File: config.mk
export PLATFORM = sky130hd
export DESIGN_NAME = rx_marker_link
export DESIGN_NICKNAME = d
export VERILOG_FILES = /design/src/hw/rx_marker_pkg.sv /design/src/hw/edge_sync.sv /design/src/hw/event_irq.sv /design/src/hw/rx_marker_link.sv
export SDC_FILE = /design/constraint.sdc
export NUM_CORES = 1
export LEC_CHECK = 0
export BUFFER_PORTS_ARGS = -buffer_cell sky130_fd_sc_hd__clkbuf_2
export CAP_MARGIN = 5
export CORE_MARGIN = 2
export CORE_UTILIZATION = 45
export CTS_BUF_LIST = sky130_fd_sc_hd__clkbuf_4
export CTS_CLUSTER_DIAMETER = 100
export DETAILED_ROUTE_END_ITERATION = 8
export PLACE_DENSITY = 0.76
export SLEW_MARGIN = 20
export SYNTH_ARGS = -nofsm -noshare
export SYNTH_HDL_FRONTEND = slang
export SYNTH_SLANG_ARGS = --single-unit
File: constraint.sdc
create_clock -name mclk_i -period 6.9 [get_ports mclk_i]
set_input_delay 1.38 -clock mclk_i [delete_from_list [all_inputs] [get_ports mclk_i]]
set_output_delay 1.38 -clock mclk_i [all_outputs]
set_load 0.05 [all_outputs]
File: src/hw/rx_marker_pkg.sv
// constants and types shared by the receive marker and link output block
package rx_marker_pkg;

  // ==========================================================
  // bus geometry
  localparam int unsigned ADDR_W = 5;
  localparam int unsigned DATA_W = 32;

  // ==========================================================
  // register byte offsets
  localparam logic [4:0] OFS_CTRL = 5'h00;
  localparam logic [4:0] OFS_FRAC = 5'h04;
  localparam logic [4:0] OFS_STATUS = 5'h08;
  localparam logic [4:0] OFS_CLEAR = 5'h0C;
  localparam logic [4:0] OFS_ENABLE = 5'h10;
  localparam logic [4:0] OFS_STATE = 5'h14;

  // ==========================================================
  // control register fields
  localparam int unsigned CTRL_MODE_LSB = 0;
  localparam int unsigned CTRL_HDLC_EN = 2;
  localparam int unsigned CTRL_FRAC_EN = 3;
  localparam int unsigned CTRL_LTSEL = 4;
  localparam int unsigned CTRL_SIGMF_EN = 5;
  localparam int unsigned CTRL_CRCMF_EN = 6;
  localparam int unsigned CTRL_SRC_TS16 = 7;
  localparam int unsigned CTRL_NAT_LSB = 8;
  localparam int unsigned CTRL_W = 13;
  localparam logic [12:0] CTRL_RESET = 13'h0080;
  localparam logic [31:0] FRAC_RESET = 32'h0000_0000;

  // ==========================================================
  // interrupt events
  localparam int unsigned EV_MARKER = 0;
  localparam int unsigned EV_HDLC = 1;
  localparam int unsigned EV_EOM = 2;
  localparam int unsigned EV_W = 3;
  localparam logic [2:0] EV_RESET = 3'h0;

  // ==========================================================
  // frame geometry: 256 bits, 32 timeslots, 16-frame multiframes
  localparam logic [7:0] BIT_FIRST = 8'h00;
  localparam logic [7:0] BIT_STEP = 8'h01;
  localparam logic [3:0] FRM_FIRST = 4'h0;
  localparam logic [3:0] FRM_STEP = 4'h1;
  localparam logic [4:0] DL_TIMESLOT = 5'h10;
  localparam logic [4:0] TS_ZERO = 5'h00;
  localparam logic [2:0] NAT_FIRST_BIT = 3'h3;

  // marker modes
  typedef enum logic [1:0] {
    MARK_FRAME = 2'b00,
    MARK_SIG_MF = 2'b01,
    MARK_CRC_MF = 2'b10,
    MARK_COMPOSITE = 2'b11
  } marker_mode_e;

endpackage : rx_marker_pkg

File: src/hw/edge_sync.sv
// two-flop synchroniser with edge detection for an outside level
`timescale 1ns/1ps
`default_nettype none

module edge_sync
(
  input wire logic mclk_i,
  input wire logic rst_n_i,
  input wire logic async_i,
  output logic level_o,
  output logic rise_o,
  output logic fall_o
);

  typedef struct packed {
    logic meta;
    logic sync;
    logic prev;
  } sync_s;

  sync_s s_q;
  sync_s s_d;

  // ==========================================================
  // next state: meta feeds only sync
  always_comb
  begin
    s_d.meta = async_i;
    s_d.sync = s_q.meta;
    s_d.prev = s_q.sync;
  end

  always_ff @(posedge mclk_i)
  begin
    if (!rst_n_i)
      s_q <= '0;
    else
      s_q <= s_d;
  end

  // edges seen between second and third flop
  assign level_o = s_q.sync;
  assign rise_o = s_q.sync & ~s_q.prev;
  assign fall_o = ~s_q.sync & s_q.prev;

endmodule : edge_sync

`default_nettype wire

File: src/hw/event_irq.sv
// sticky event status, enable mask and level interrupt
`timescale 1ns/1ps
`default_nettype none

module event_irq
  import rx_marker_pkg::*;
(
  input wire logic mclk_i,
  input wire logic rst_n_i,
  input wire logic [EV_W-1:0] event_i,
  input wire logic clear_we_i,
  input wire logic [EV_W-1:0] clear_i,
  input wire logic enable_we_i,
  input wire logic [EV_W-1:0] enable_i,
  output logic [EV_W-1:0] status_o,
  output logic [EV_W-1:0] enable_o,
  output logic irq_o
);

  typedef struct packed {
    logic [EV_W-1:0] status;
    logic [EV_W-1:0] enable;
    logic irq;
  } irq_s;

  irq_s s_q;
  irq_s s_d;

  // ==========================================================
  // a set in the clearing cycle wins over the clear
  always_comb
  begin
    s_d = s_q;
    if (clear_we_i)
      s_d.status = s_q.status & ~clear_i;
    s_d.status = s_d.status | event_i;
    if (enable_we_i)
      s_d.enable = enable_i;
    s_d.irq = |(s_d.status & s_d.enable);
  end

  always_ff @(posedge mclk_i)
  begin
    if (!rst_n_i)
    begin
      s_q.status <= EV_RESET;
      s_q.enable <= EV_RESET;
      s_q.irq <= 1'b0;
    end
    else
      s_q <= s_d;
  end

  assign status_o = s_q.status;
  assign enable_o = s_q.enable;
  assign irq_o = s_q.irq;

endmodule : event_irq

`default_nettype wire

File: src/hw/rx_marker_link.sv
// receive frame marker, data link and link status outputs of one channel
//
// What this block does
// - frame mode: marker high one line-clock cycle on bit 1 of each frame
// - signaling mode: one-cycle pulse on bit 1, frame 1 of signaling multiframe
// - signaling multiframing off: marker still pulses every sixteenth frame
// - CRC mode: one-cycle pulse on bit 1, frame 1 of CRC multiframe
// - CRC multiframing off: marker still marks bit 1 every sixteenth frame
// - composite: rise at signaling frame-1 start, fall after CRC frame-1 bit 1
// - composite with coincident boundaries: single one-cycle pulse each 16 frames
// - marker updates on the falling edge of the recovered line clock
// - link data and clock shown only with HDLC off or fractional mode on
// - link source is timeslot 16, a chosen set of national bits, or masked timeslots in fractional mode
// - link data changes on the falling edge of the link clock
// - with HDLC on and fractional mode off, shared pins carry receiver interrupt and message end
// - receiver interrupt goes high on any HDLC receiver status event
// - message end goes high on last byte read or FIFO overrun
// - recovered line clock output follows the 2.048 MHz line clock
`timescale 1ns/1ps
`default_nettype none

// ==========================================================
// notes for the next engineer
// - one channel only; instantiate four for a quad framer
// - the line clock pin is sampled, so every line output lags the pin
//   by two to three bus clocks; the recovered clock copy lags the same
// - marker, link data and the falling link clock change in the same bus clock
//   in which the recovered clock copy falls, and the link clock rises with the copy, so they keep their phase
// - the marker is still driven while line-timing select is set;
//   outside logic must not trust it then
// - frame and multiframe counts free-run when no alignment is given,
//   so the marker keeps its sixteen-frame rhythm without framing
// - the frame-alignment frame is taken as an even crc frame count
// - the shared pins switch source with the control register at once;
//   a half-finished link bit may be cut when software flips hdlc enable
// - the bus always answers after exactly one wait state
//
// register map
//   0x00 control: mode, hdlc enable, fractional enable, line-timing select,
//        multiframe enables, timeslot-16 source, national-bit mask
//   0x04 fractional timeslot mask, one bit per timeslot
//   0x08 sticky status, read only: marker rise, hdlc event, message end
//   0x0c write one to clear status bits
//   0x10 interrupt enable, same layout as status
//   0x14 live position: bit, signaling frame, crc frame, marker
//   other offsets read zero and ignore writes

module rx_marker_link
  import rx_marker_pkg::*;
(
  input wire logic mclk_i,
  input wire logic rst_n_i,
  // avalon-mm slave
  input wire logic [ADDR_W-1:0] avs_address_i,
  input wire logic avs_read_i,
  input wire logic avs_write_i,
  input wire logic [DATA_W-1:0] avs_writedata_i,
  input wire logic [3:0] avs_byteenable_i,
  output logic [DATA_W-1:0] avs_readdata_o,
  output logic avs_waitrequest_o,
  output logic irq_o,
  // recovered line clock pin, outside domain
  input wire logic line_clock_i,
  // framer alignment, valid in the falling-edge cycle
  input wire logic frame_align_i,
  input wire logic sig_mf_align_i,
  input wire logic crc_mf_align_i,
  input wire logic line_bit_i,
  // hdlc receive unit status
  input wire logic hdlc_status_event_i,
  input wire logic hdlc_irq_ack_i,
  input wire logic hdlc_last_byte_read_i,
  input wire logic hdlc_overrun_i,
  // outputs
  output logic recovered_line_clock_o,
  output logic receive_frame_marker_o,
  output logic link_serial_out_o,
  output logic link_clock_out_o,
  output logic line_timing_output_select_o
);

  // ==========================================================
  // state
  typedef struct packed {
    logic [7:0] bit_cnt;
    logic [3:0] sig_frm;
    logic [3:0] crc_frm;
    logic marker;
    logic crc_prev;
    logic line_clk;
    logic link_data;
    logic link_clk;
    logic dl_irq;
    logic eom;
    logic pin_a;
    logic pin_b;
    logic [CTRL_W-1:0] ctrl;
    logic [31:0] frac;
    logic ack;
    logic [31:0] rdata;
  } state_s;

  state_s s_q;
  state_s s_d;

  logic lclk_lvl;
  logic lclk_rise;
  logic lclk_fall;
  logic [EV_W-1:0] ev;
  logic [EV_W-1:0] ev_status;
  logic [EV_W-1:0] ev_enable;
  logic ev_irq;
  logic clear_we;
  logic enable_we;
  // lclk_*: synchronised line clock level and its edges
  // ev: one-cycle event strobes into the sticky status
  // clear_we, enable_we: register writes that hit the interrupt block

  // ==========================================================
  // helpers
  // byte-lane merge for a register write
  function automatic logic [31:0] merge_be(input logic [31:0] old_v, input logic [31:0] new_v,
                                           input logic [3:0] be);
    logic [31:0] r;
    r = old_v;
    for (int i = 0; i < 4; i++)
    begin
      if (be[i])
        r[i*8 +: 8] = new_v[i*8 +: 8];
    end
    return r;
  endfunction : merge_be

  // is this bit position part of the extracted data link
  function automatic logic link_bit_sel(input logic [7:0] pos, input logic fas, input logic ts16,
                                        input logic [4:0] nat);
    logic r;
    r = 1'b0;
    if (ts16)
      r = (pos[7:3] == DL_TIMESLOT);
    else if (!fas && pos[7:3] == TS_ZERO && pos[2:0] >= NAT_FIRST_BIT)
      r = nat[3'(pos[2:0] - NAT_FIRST_BIT)];
    return r;
  endfunction : link_bit_sel

  // ==========================================================
  // line clock synchroniser
  edge_sync u_lclk_sync
  (
    .mclk_i(mclk_i),
    .rst_n_i(rst_n_i),
    .async_i(line_clock_i),
    .level_o(lclk_lvl),
    .rise_o(lclk_rise),
    .fall_o(lclk_fall)
  );

  // ==========================================================
  // interrupt status
  assign clear_we = s_q.ack && avs_write_i && avs_address_i == OFS_CLEAR && avs_byteenable_i[0];
  assign enable_we = s_q.ack && avs_write_i && avs_address_i == OFS_ENABLE && avs_byteenable_i[0];

  event_irq u_irq
  (
    .mclk_i(mclk_i),
    .rst_n_i(rst_n_i),
    .event_i(ev),
    .clear_we_i(clear_we),
    .clear_i(avs_writedata_i[EV_W-1:0]),
    .enable_we_i(enable_we),
    .enable_i(avs_writedata_i[EV_W-1:0]),
    .status_o(ev_status),
    .enable_o(ev_enable),
    .irq_o(ev_irq)
  );

  // ==========================================================
  // next-state logic
  always_comb
  begin
    logic [7:0] bit_nx;
    logic [3:0] sig_nx;
    logic [3:0] crc_nx;
    logic frame_start;
    logic sig_start;
    logic crc_start;
    logic sel;
    logic show_link;
    marker_mode_e mode;
    bit_nx = s_q.bit_cnt;
    sig_nx = s_q.sig_frm;
    crc_nx = s_q.crc_frm;
    frame_start = 1'b0;
    sig_start = 1'b0;
    crc_start = 1'b0;
    sel = 1'b0;
    show_link = 1'b0;
    mode = marker_mode_e'(s_q.ctrl[CTRL_MODE_LSB +: 2]);
    s_d = s_q;
    ev = '0;

    // recovered line clock copy
    s_d.line_clk = lclk_lvl;

    // frame and multiframe position, advanced per line bit
    // alignment inputs are only trusted in the falling-edge cycle,
    // when the framer has settled them for the bit now starting;
    // a missing alignment simply lets the counts run on
    if (lclk_fall)
    begin
      bit_nx = frame_align_i ? BIT_FIRST : s_q.bit_cnt + BIT_STEP;
      frame_start = (bit_nx == BIT_FIRST);
      if (frame_start)
      begin
        // free-running count when multiframing is off
        sig_nx = (s_q.ctrl[CTRL_SIGMF_EN] && sig_mf_align_i) ? FRM_FIRST : s_q.sig_frm + FRM_STEP;
        crc_nx = (s_q.ctrl[CTRL_CRCMF_EN] && crc_mf_align_i) ? FRM_FIRST : s_q.crc_frm + FRM_STEP;
      end
      sig_start = frame_start && sig_nx == FRM_FIRST;
      crc_start = frame_start && crc_nx == FRM_FIRST;
      s_d.bit_cnt = bit_nx;
      s_d.sig_frm = sig_nx;
      s_d.crc_frm = crc_nx;
      s_d.crc_prev = crc_start;

      // marker, updated only on line clock falling edges
      // composite mode keeps its level between edges; crc_prev remembers
      // that the last bit was crc frame one bit one, so the drop lands
      // on the falling edge that ends that bit
      unique case (mode)
        MARK_FRAME: s_d.marker = frame_start;
        MARK_SIG_MF: s_d.marker = sig_start;
        MARK_CRC_MF: s_d.marker = crc_start;
        MARK_COMPOSITE:
        begin
          // rise at signaling start, drop one bit after crc start
          if (sig_start)
            s_d.marker = 1'b1;
          else if (s_q.crc_prev)
            s_d.marker = 1'b0;
        end
      endcase

      // link bit selection: fractional timeslots or data link bits
      // fractional mode takes whole timeslots from the mask; otherwise
      // timeslot 16 or the chosen national bits of non-alignment frames
      if (s_q.ctrl[CTRL_FRAC_EN])
        sel = s_q.frac[bit_nx[7:3]];
      else
        sel = link_bit_sel(bit_nx, crc_nx[0] == 1'b0, s_q.ctrl[CTRL_SRC_TS16],
                           s_q.ctrl[CTRL_NAT_LSB +: 5]);
      if (sel)
      begin
        // data and link clock fall together
        s_d.link_data = line_bit_i;
        s_d.link_clk = 1'b0;
      end

      // message end clears at the start of the next line bit
      s_d.eom = 1'b0;
    end

    // link clock rises mid-bit for outside sampling
    if (lclk_rise)
      s_d.link_clk = 1'b1;

    // hdlc receiver interrupt, set wins over acknowledge
    // an event in the acknowledge cycle must not be lost
    if (hdlc_irq_ack_i)
      s_d.dl_irq = 1'b0;
    if (hdlc_status_event_i)
      s_d.dl_irq = 1'b1;
    if (hdlc_last_byte_read_i || hdlc_overrun_i)
      s_d.eom = 1'b1;

    // shared pins
    // next values are used so pins follow their source with no extra
    // cycle of lag; the pins are still registered outputs
    show_link = !s_q.ctrl[CTRL_HDLC_EN] || s_q.ctrl[CTRL_FRAC_EN];
    s_d.pin_a = show_link ? s_d.link_data : s_d.dl_irq;
    s_d.pin_b = show_link ? s_d.link_clk : s_d.eom;

    // events
    // strobes last one cycle; the sticky bits live in the irq block
    ev[EV_MARKER] = s_d.marker && !s_q.marker;
    ev[EV_HDLC] = hdlc_status_event_i;
    ev[EV_EOM] = hdlc_last_byte_read_i || hdlc_overrun_i;

    // bus slave: one wait state then answer
    // read data is loaded in the taking cycle and stands while
    // waitrequest is low; writes land at the edge where the master
    // sees waitrequest low, so a held request is applied only once
    s_d.ack = (avs_read_i || avs_write_i) && !s_q.ack;
    if (avs_read_i && !s_q.ack)
    begin
      unique case (avs_address_i)
        OFS_CTRL: s_d.rdata = {19'h0_0000, s_q.ctrl};
        OFS_FRAC: s_d.rdata = s_q.frac;
        OFS_STATUS: s_d.rdata = {29'h0000_0000, ev_status};
        OFS_ENABLE: s_d.rdata = {29'h0000_0000, ev_enable};
        OFS_STATE: s_d.rdata = {15'h0000, s_q.marker, s_q.crc_frm, s_q.sig_frm, s_q.bit_cnt};
        default: s_d.rdata = 32'h0000_0000;
      endcase
    end
    if (avs_write_i && s_q.ack)
    begin
      if (avs_address_i == OFS_CTRL)
        s_d.ctrl = CTRL_W'(merge_be({19'h0_0000, s_q.ctrl}, avs_writedata_i, avs_byteenable_i));
      if (avs_address_i == OFS_FRAC)
        s_d.frac = merge_be(s_q.frac, avs_writedata_i, avs_byteenable_i);
    end
  end

  // ==========================================================
  // state register
  // synchronous reset; link clock and message-end pin rest high,
  // control comes up in frame mode with timeslot 16 as link source
  always_ff @(posedge mclk_i)
  begin
    if (!rst_n_i)
    begin
      s_q <= '0;
      s_q.link_clk <= 1'b1;
      s_q.pin_b <= 1'b1;
      s_q.ctrl <= CTRL_RESET;
      s_q.frac <= FRAC_RESET;
    end
    else
      s_q <= s_d;
  end

  // ==========================================================
  // outputs, all from flops
  // only an inverter on waitrequest between state and pins, so outputs carry no glitches
  assign avs_readdata_o = s_q.rdata;
  assign avs_waitrequest_o = !s_q.ack;
  assign irq_o = ev_irq;
  assign recovered_line_clock_o = s_q.line_clk;
  assign receive_frame_marker_o = s_q.marker;
  assign link_serial_out_o = s_q.pin_a;
  assign link_clock_out_o = s_q.pin_b;
  // marker is unreliable while this is set
  assign line_timing_output_select_o = s_q.ctrl[CTRL_LTSEL];

endmodule : rx_marker_link

`default_nettype wire

== After elaboration in Yosys (flattened, before gate mapping) ==
Cells that the tools add are included.
W data, S select, Z words.

* Word-level logic and storage cells: 113
* Register bits: 112
* Output and inout bits: 39

* Reduce and logical (&&, ||, !) cells: 33
* Muxes and demuxes: 31
* Bitwise operators: 8
* Order comparisons: 3
* Equal/unequal tests: 9
* $add $sub $neg: 4

{| class="wikitable"
|+ Operator list
! kind !! number
|-
| $pmux W32 S5 || 1
|-
| $mux W4 || 6
|-
| $reduce_and A3 Y1 || 6
|-
| $eq A5 B5 Y1 const B || 3
|-
| $mux W1 || 15
|-
| $logic_and A1 B1 Y1 || 14
|-
| $eq A5 B4 Y1 const B || 2
|-
| $logic_not A5 Y1 || 2
|-
| $add A4 B1 Y4 const B || 2
|-
| $add A8 B1 Y8 const B || 1
|-
| $logic_not A4 Y1 || 2
|-
| $logic_not A8 Y1 || 1
|-
| $mux W8 || 1
|-
| $and A3 B3 Y3 || 2
|-
| $lt A5 B6 Y1 const B || 1
|-
| $mux W2 || 3
|-
| $mux W3 || 2
|-
| $bmux W1 S5 || 1
|-
| $eq A5 B3 Y1 const B || 1
|-
| $eq A2 B2 Y1 const B || 2
|-
| $lt A3 B4 Y1 const B || 1
|-
| $pmux W1 S4 || 1
|-
| $bmux W1 S3 || 1
|-
| $ge A3 B2 Y1 const B || 1
|-
| 10 further kinds || 16
|}

== Depth between registers and ports, before layout ==
* Word-level depth: 15
* Gate-level depth with buffers: 12

== Modules after synthesis ==
Synthesis repeated with hierarchy kept, for this count alone.

* Cells, all modules: 649
* Area, all modules: 5551.6 um^2

{| class="wikitable"
|+ Modules (own cells, without submodules)
! module !! times used !! cells an instance !! area an instance (um^2) !! seq. area each (um^2)
|-
| rx_marker_link || 1 || 616 || 5192.5 || 2062.0
|-
| event_irq || 1 || 25 || 267.8 || 140.1
|-
| edge_sync || 1 || 8 || 91.3 || 60.1
|}

== Worst setup path before layout ==
Ideal clock, no wire load.

* Kind: input to register
* Start point: in frame_align_i
* End point: reg s_q (netlist bit link_clock_out_o)
* Data required time: 6.784 ns
* Setup slack: 3.384 ns
* Stages: 10
* Arrival time: 3.401 ns
* Cells stage by stage: buf_2 nor2b_1 mux2_4 buf_4 a2111oi_4 nand2_2 mux2i_1 o41ai_2 o21ba_4 a31o_1

* Longest elaborated chain between the ends: 14
* Elaborated cells between the ends (all ways): 22
* Those cells by class: add/sub: 1; order compare: 1; eq/ne: 1; mux: 15; reduce/logical: 4

{| class="wikitable"
|+ Ends and longest elaborated chain
! element !! RTL line !! text
|-
| from (decl) || rx_marker_link.sv:65 || <nowiki>input wire logic frame_align_i,</nowiki>
|-
| $mux W8 (*) || rx_marker_link.sv:211 || <nowiki>bit_nx = frame_align_i ? BIT_FIRST : s_q.bit_cnt + BIT_STEP;</nowiki>
|-
| branches (longest 7 deep; another with $sub A3 B2 Y3) || n/a ||
|-
| $mux W1 (*) || rx_marker_link.sv:247 || <nowiki>if (s_q.ctrl[CTRL_FRAC_EN])</nowiki>
|-
| $mux W1 (*) || rx_marker_link.sv:209 || <nowiki>if (lclk_fall)</nowiki>
|-
| $mux W2 (*) || rx_marker_link.sv:252 || <nowiki>if (sel)</nowiki>
|-
| $mux W2 (*) || rx_marker_link.sv:209 ||
|-
| $mux W1 (*) || rx_marker_link.sv:264 || <nowiki>if (lclk_rise)</nowiki>
|-
| $mux W1 (*) || rx_marker_link.sv:281 || <nowiki>s_d.pin_b = show_link ? s_d.link_clk : s_d.eom;</nowiki>
|-
| to (decl) || rx_marker_link.sv:103 || <nowiki>state_s s_q;</nowiki>
|}

Mark *: on every way between the ends. The select of a mux whose other input is x is not followed.
A chain may end at the register's enable or synchronous reset.

== Final worst setup path ==
* Start point: in avs_read_i
* End point: reg s_q (netlist bit avs_readdata_o[5])

* Longest elaborated chain between the ends: 1

{| class="wikitable"
|+ Ends and longest elaborated chain
! element !! RTL line !! text
|-
| from (decl) || rx_marker_link.sv:55 || <nowiki>input wire logic avs_read_i,</nowiki>
|-
| $logic_and A1 B1 Y1 || rx_marker_link.sv:294 || <nowiki>if (avs_read_i && !s_q.ack)</nowiki>
|}

No other way between the ends.

==> results.sh <==
export IMPL_grt_start_max_net_pins=113
export IMPL_end_kind="register"
export IMPL_outcome="finished clean"
export IMPL_die_w_um=118
export IMPL_synthTopCellsByArea="dfxtp_1 38%, mux2i_1 7.5%, nand2_1 6.1%, nor2b_1 5.6%, a21boi_0 5.5%"
export IMPL_wl_per_cell_um=16.5
export IMPL_synth_yosys_seq_area_share_pct=38.2
export IMPL_io_buffers=92
export IMPL_via_per_inst=5.59
export IMPL_ys_ff_latch=112
export IMPL_first_global_vias=4632
export IMPL_worst_endpoint_required_ps=7350
export IMPL_crit_fanout=17
export IMPL_globalplace_congestion=0.877
export IMPL_grt_pass1_wl_um=23700
export IMPL_async_flop_share_pct=0
export IMPL_clock_skew_ps=22.4
export IMPL_clock_latency_ps=500
export IMPL_post_dp_hpwl_um=10600
export IMPL_multiInputGateArea_um2=3190
export IMPL_routed_wl_um=14700
export IMPL_timing_final_crit_share_pct=48.1
export IMPL_period_minus_slack_ps=3320
export IMPL_yosys_area_top_type="dfxtp_1"
export IMPL_worstPathCellList="clkbuf_2 > nor2b_1 > nand3_1 > a21oi_1 > a21oi_1 > nor2b_1"
export IMPL_slew_headroom_pct=25.4
export IMPL_insertedDiodeCount=0
export IMPL_grt_util_all_layers_pct=21.1
export IMPL_yosys_warnings=0
export IMPL_cts_root_buf="clkbuf_4"
export IMPL_yosys_cell_count_top_type="dfxtp_1"
export IMPL_tns_ps=0
export IMPL_numCtsBuffers=9
export IMPL_area_growth_pct=7.21
export IMPL_cp_start_kind="input pin"
export IMPL_avgSynthCellArea_um2=8.61
export IMPL_fin_nets=778
export IMPL_io_pins=93
export IMPL_drc=0
export IMPL_cts_hold_buf=0
export IMPL_synth_fp_nets=742
export IMPL_grt_remaining_overflow=0
export IMPL_drt_iter0_markers=580
export IMPL_max_clock_freq_mhz=301
export IMPL_first_pass_iters=6
export IMPL_vdd_drop_max_v=0.000150
export IMPL_slew_violations=0
export IMPL_antenna_found_initial=0
export IMPL_drive_above_1_share_pct=18.4
export IMPL_synth_cell_type_count=62
export IMPL_synth_common_cells="112 x dfxtp_1, 95 x nand2_1, 53 x nor2b_1, 47 x nand3_1, 44 x mux2i_1"
export IMPL_synth_edf_count=0
export IMPL_max_stage_delay_ps=880
export IMPL_cts_tree="yes"
export IMPL_rows=41
export IMPL_maxCapViolations=0
export IMPL_core_um2=12700
export IMPL_ctsResizeCount=0
export IMPL_cp_slowest_cell="nor2b_1"
export IMPL_rsz0062_at_grt="false"
export IMPL_path_buf_inv=1
export IMPL_start_util_pct=46.3
export IMPL_final_hold_viol_count=0
export IMPL_power_density_nw_per_um2=164
export IMPL_cts_max_level=3
export IMPL_seqCellArea_um2=2240
export IMPL_cts_clk_slew_worst_paths_ps=170
export IMPL_fp_dieH_um=118
export IMPL_ctsLongestPathBuffers=2
export IMPL_final_area_um2=6290
export IMPL_post_cts_buffers=0
export IMPL_fill_cells=1238
export IMPL_critPathTopFamily="simple AND/OR/NAND/NOR gates"
export IMPL_post_dp_cell_area_um2=6170
export IMPL_worst_pin_slew_ps=1120
export IMPL_die_area_um2=14000
export IMPL_cp_data_arrival_time_ps=3770
export IMPL_p_leak_nw=2.50
export IMPL_synth_top_area_share_pct=38.2
export IMPL_syn_inst=682
export IMPL_final_setup_viol_count=0
export IMPL_path_class="in2reg"
export IMPL_hp_class="reg2reg"
export IMPL_ys_flop_type="dfxtp_1"
export IMPL_routed_via_count=5000
export IMPL_whs_ps=454
export IMPL_syn_area_um2=5870
export IMPL_cts_sinks=112
export IMPL_antenna_left=0
[flip-flops by register name, summed over array words and instances, names as in the netlist]
signal,count
avs_readdata_o,32
line_timing_output_select_o,1
link_clock_out_o,1
link_serial_out_o,1
receive_frame_marker_o,1
s_q,66
u_irq.enable_o,3
u_irq.irq_o,1
u_irq.status_o,3
u_lclk_sync.level_o,1
u_lclk_sync.s_d,1
u_lclk_sync.s_q,1
[cell families (layout without fill, tap and decap cells)]
| logic type | count (synthesis) | after routing | synth area share (%) |
|---|---|---|---|
| XOR/XNOR | 7 | 7 | 1.04 |
| multiplexers | 51 | 51 | 9.74 |
| flip-flops | 112 | 112 | 38.2 |
| AND/OR/NAND/NOR | 262 | 262 | 22.5 |
| buffers and inverters | 81 | 122 | 7.70 |
| AO/OA/AOI/OAI | 163 | 163 | 19.5 |
| adder cells (fa/ha/maj) | 6 | 6 | 1.28 |
[through the flow]
| step | power (W) | instances | setup WS, ps | util [%] |
|---|---|---|---|---|
| floorplan | 0.000712 | 682 | 3380 | - |
| global placement | 0.000744 | 879 | 3170 | 48.7 |
| detailed placement | 0.000744 | 879 | 3140 | 48.7 |
| CTS | 0.00104 | 895 | 3680 | 49.6 |
| global route | 0.00107 | 895 | 3440 | 49.7 |
| finish | 0.00103 | 895 | 3580 | 49.7 |
[final timing paths]
kind	from	to	slack [ps]	cells after the start
setup reg to reg	s_q[95]	link_clock_out_o	3750	9
setup / recovery	avs_read_i	avs_readdata_o[5]	3580	6
hold / removal	u_lclk_sync.s_d[1]	u_lclk_sync.level_o	450	1
hold reg to reg	u_lclk_sync.s_d[1]	u_lclk_sync.level_o	450	1
[metal layers]
layer	vias up	track usage [%]	routed length [um]
li1	2440	-	-
met5	-	0	0
met3	25	5.26	1270
met1	2314	29.0	6740
met4	0	6.10	291
met2	221	32.7	6430
[cell type report]
cell class / instances / share of cell area (%)
Clock buffer: 10 / 1.19
Timing Repair Buffer: 96 / 7.79
Clock inverter: 6 / 0.696
Inverter: 10 / 0.597
Sequential cell: 112 / 35.6
Multi-Input combinational cell: 489 / 50.7
Tap cell: 172 / 3.42
[cell usage in the layout, fill, tap and decap left out, types with 5 or more instances in the layout]
| cell | instances |
|---|---|
| clkbuf_4 | 10 |
| and2_1 | 12 |
| ha_1 | 6 |
| nand4_1 | 6 |
| o21ai_0 | 19 |
| dfxtp_1 | 112 |
| nor3_1 | 6 |
| mux2i_1 | 44 |
| inv_1 | 10 |
| clkbuf_2 | 92 |
| nor2_1 | 20 |
| a22oi_1 | 19 |
| nand2_1 | 94 |
| a21oi_1 | 38 |
| xnor2_1 | 5 |
| nor2b_1 | 53 |
| a21boi_0 | 43 |
| nand3_1 | 47 |
[where the power goes]
group	total [W]	internal [W]	switching (W)
clock network	0.000298	0.0000795	0.000219
registers	0.000655	0.000651	0.00000409
logic	0.0000765	0.0000291	0.0000475
Note: power is estimated with default switching activity, not from simulation.
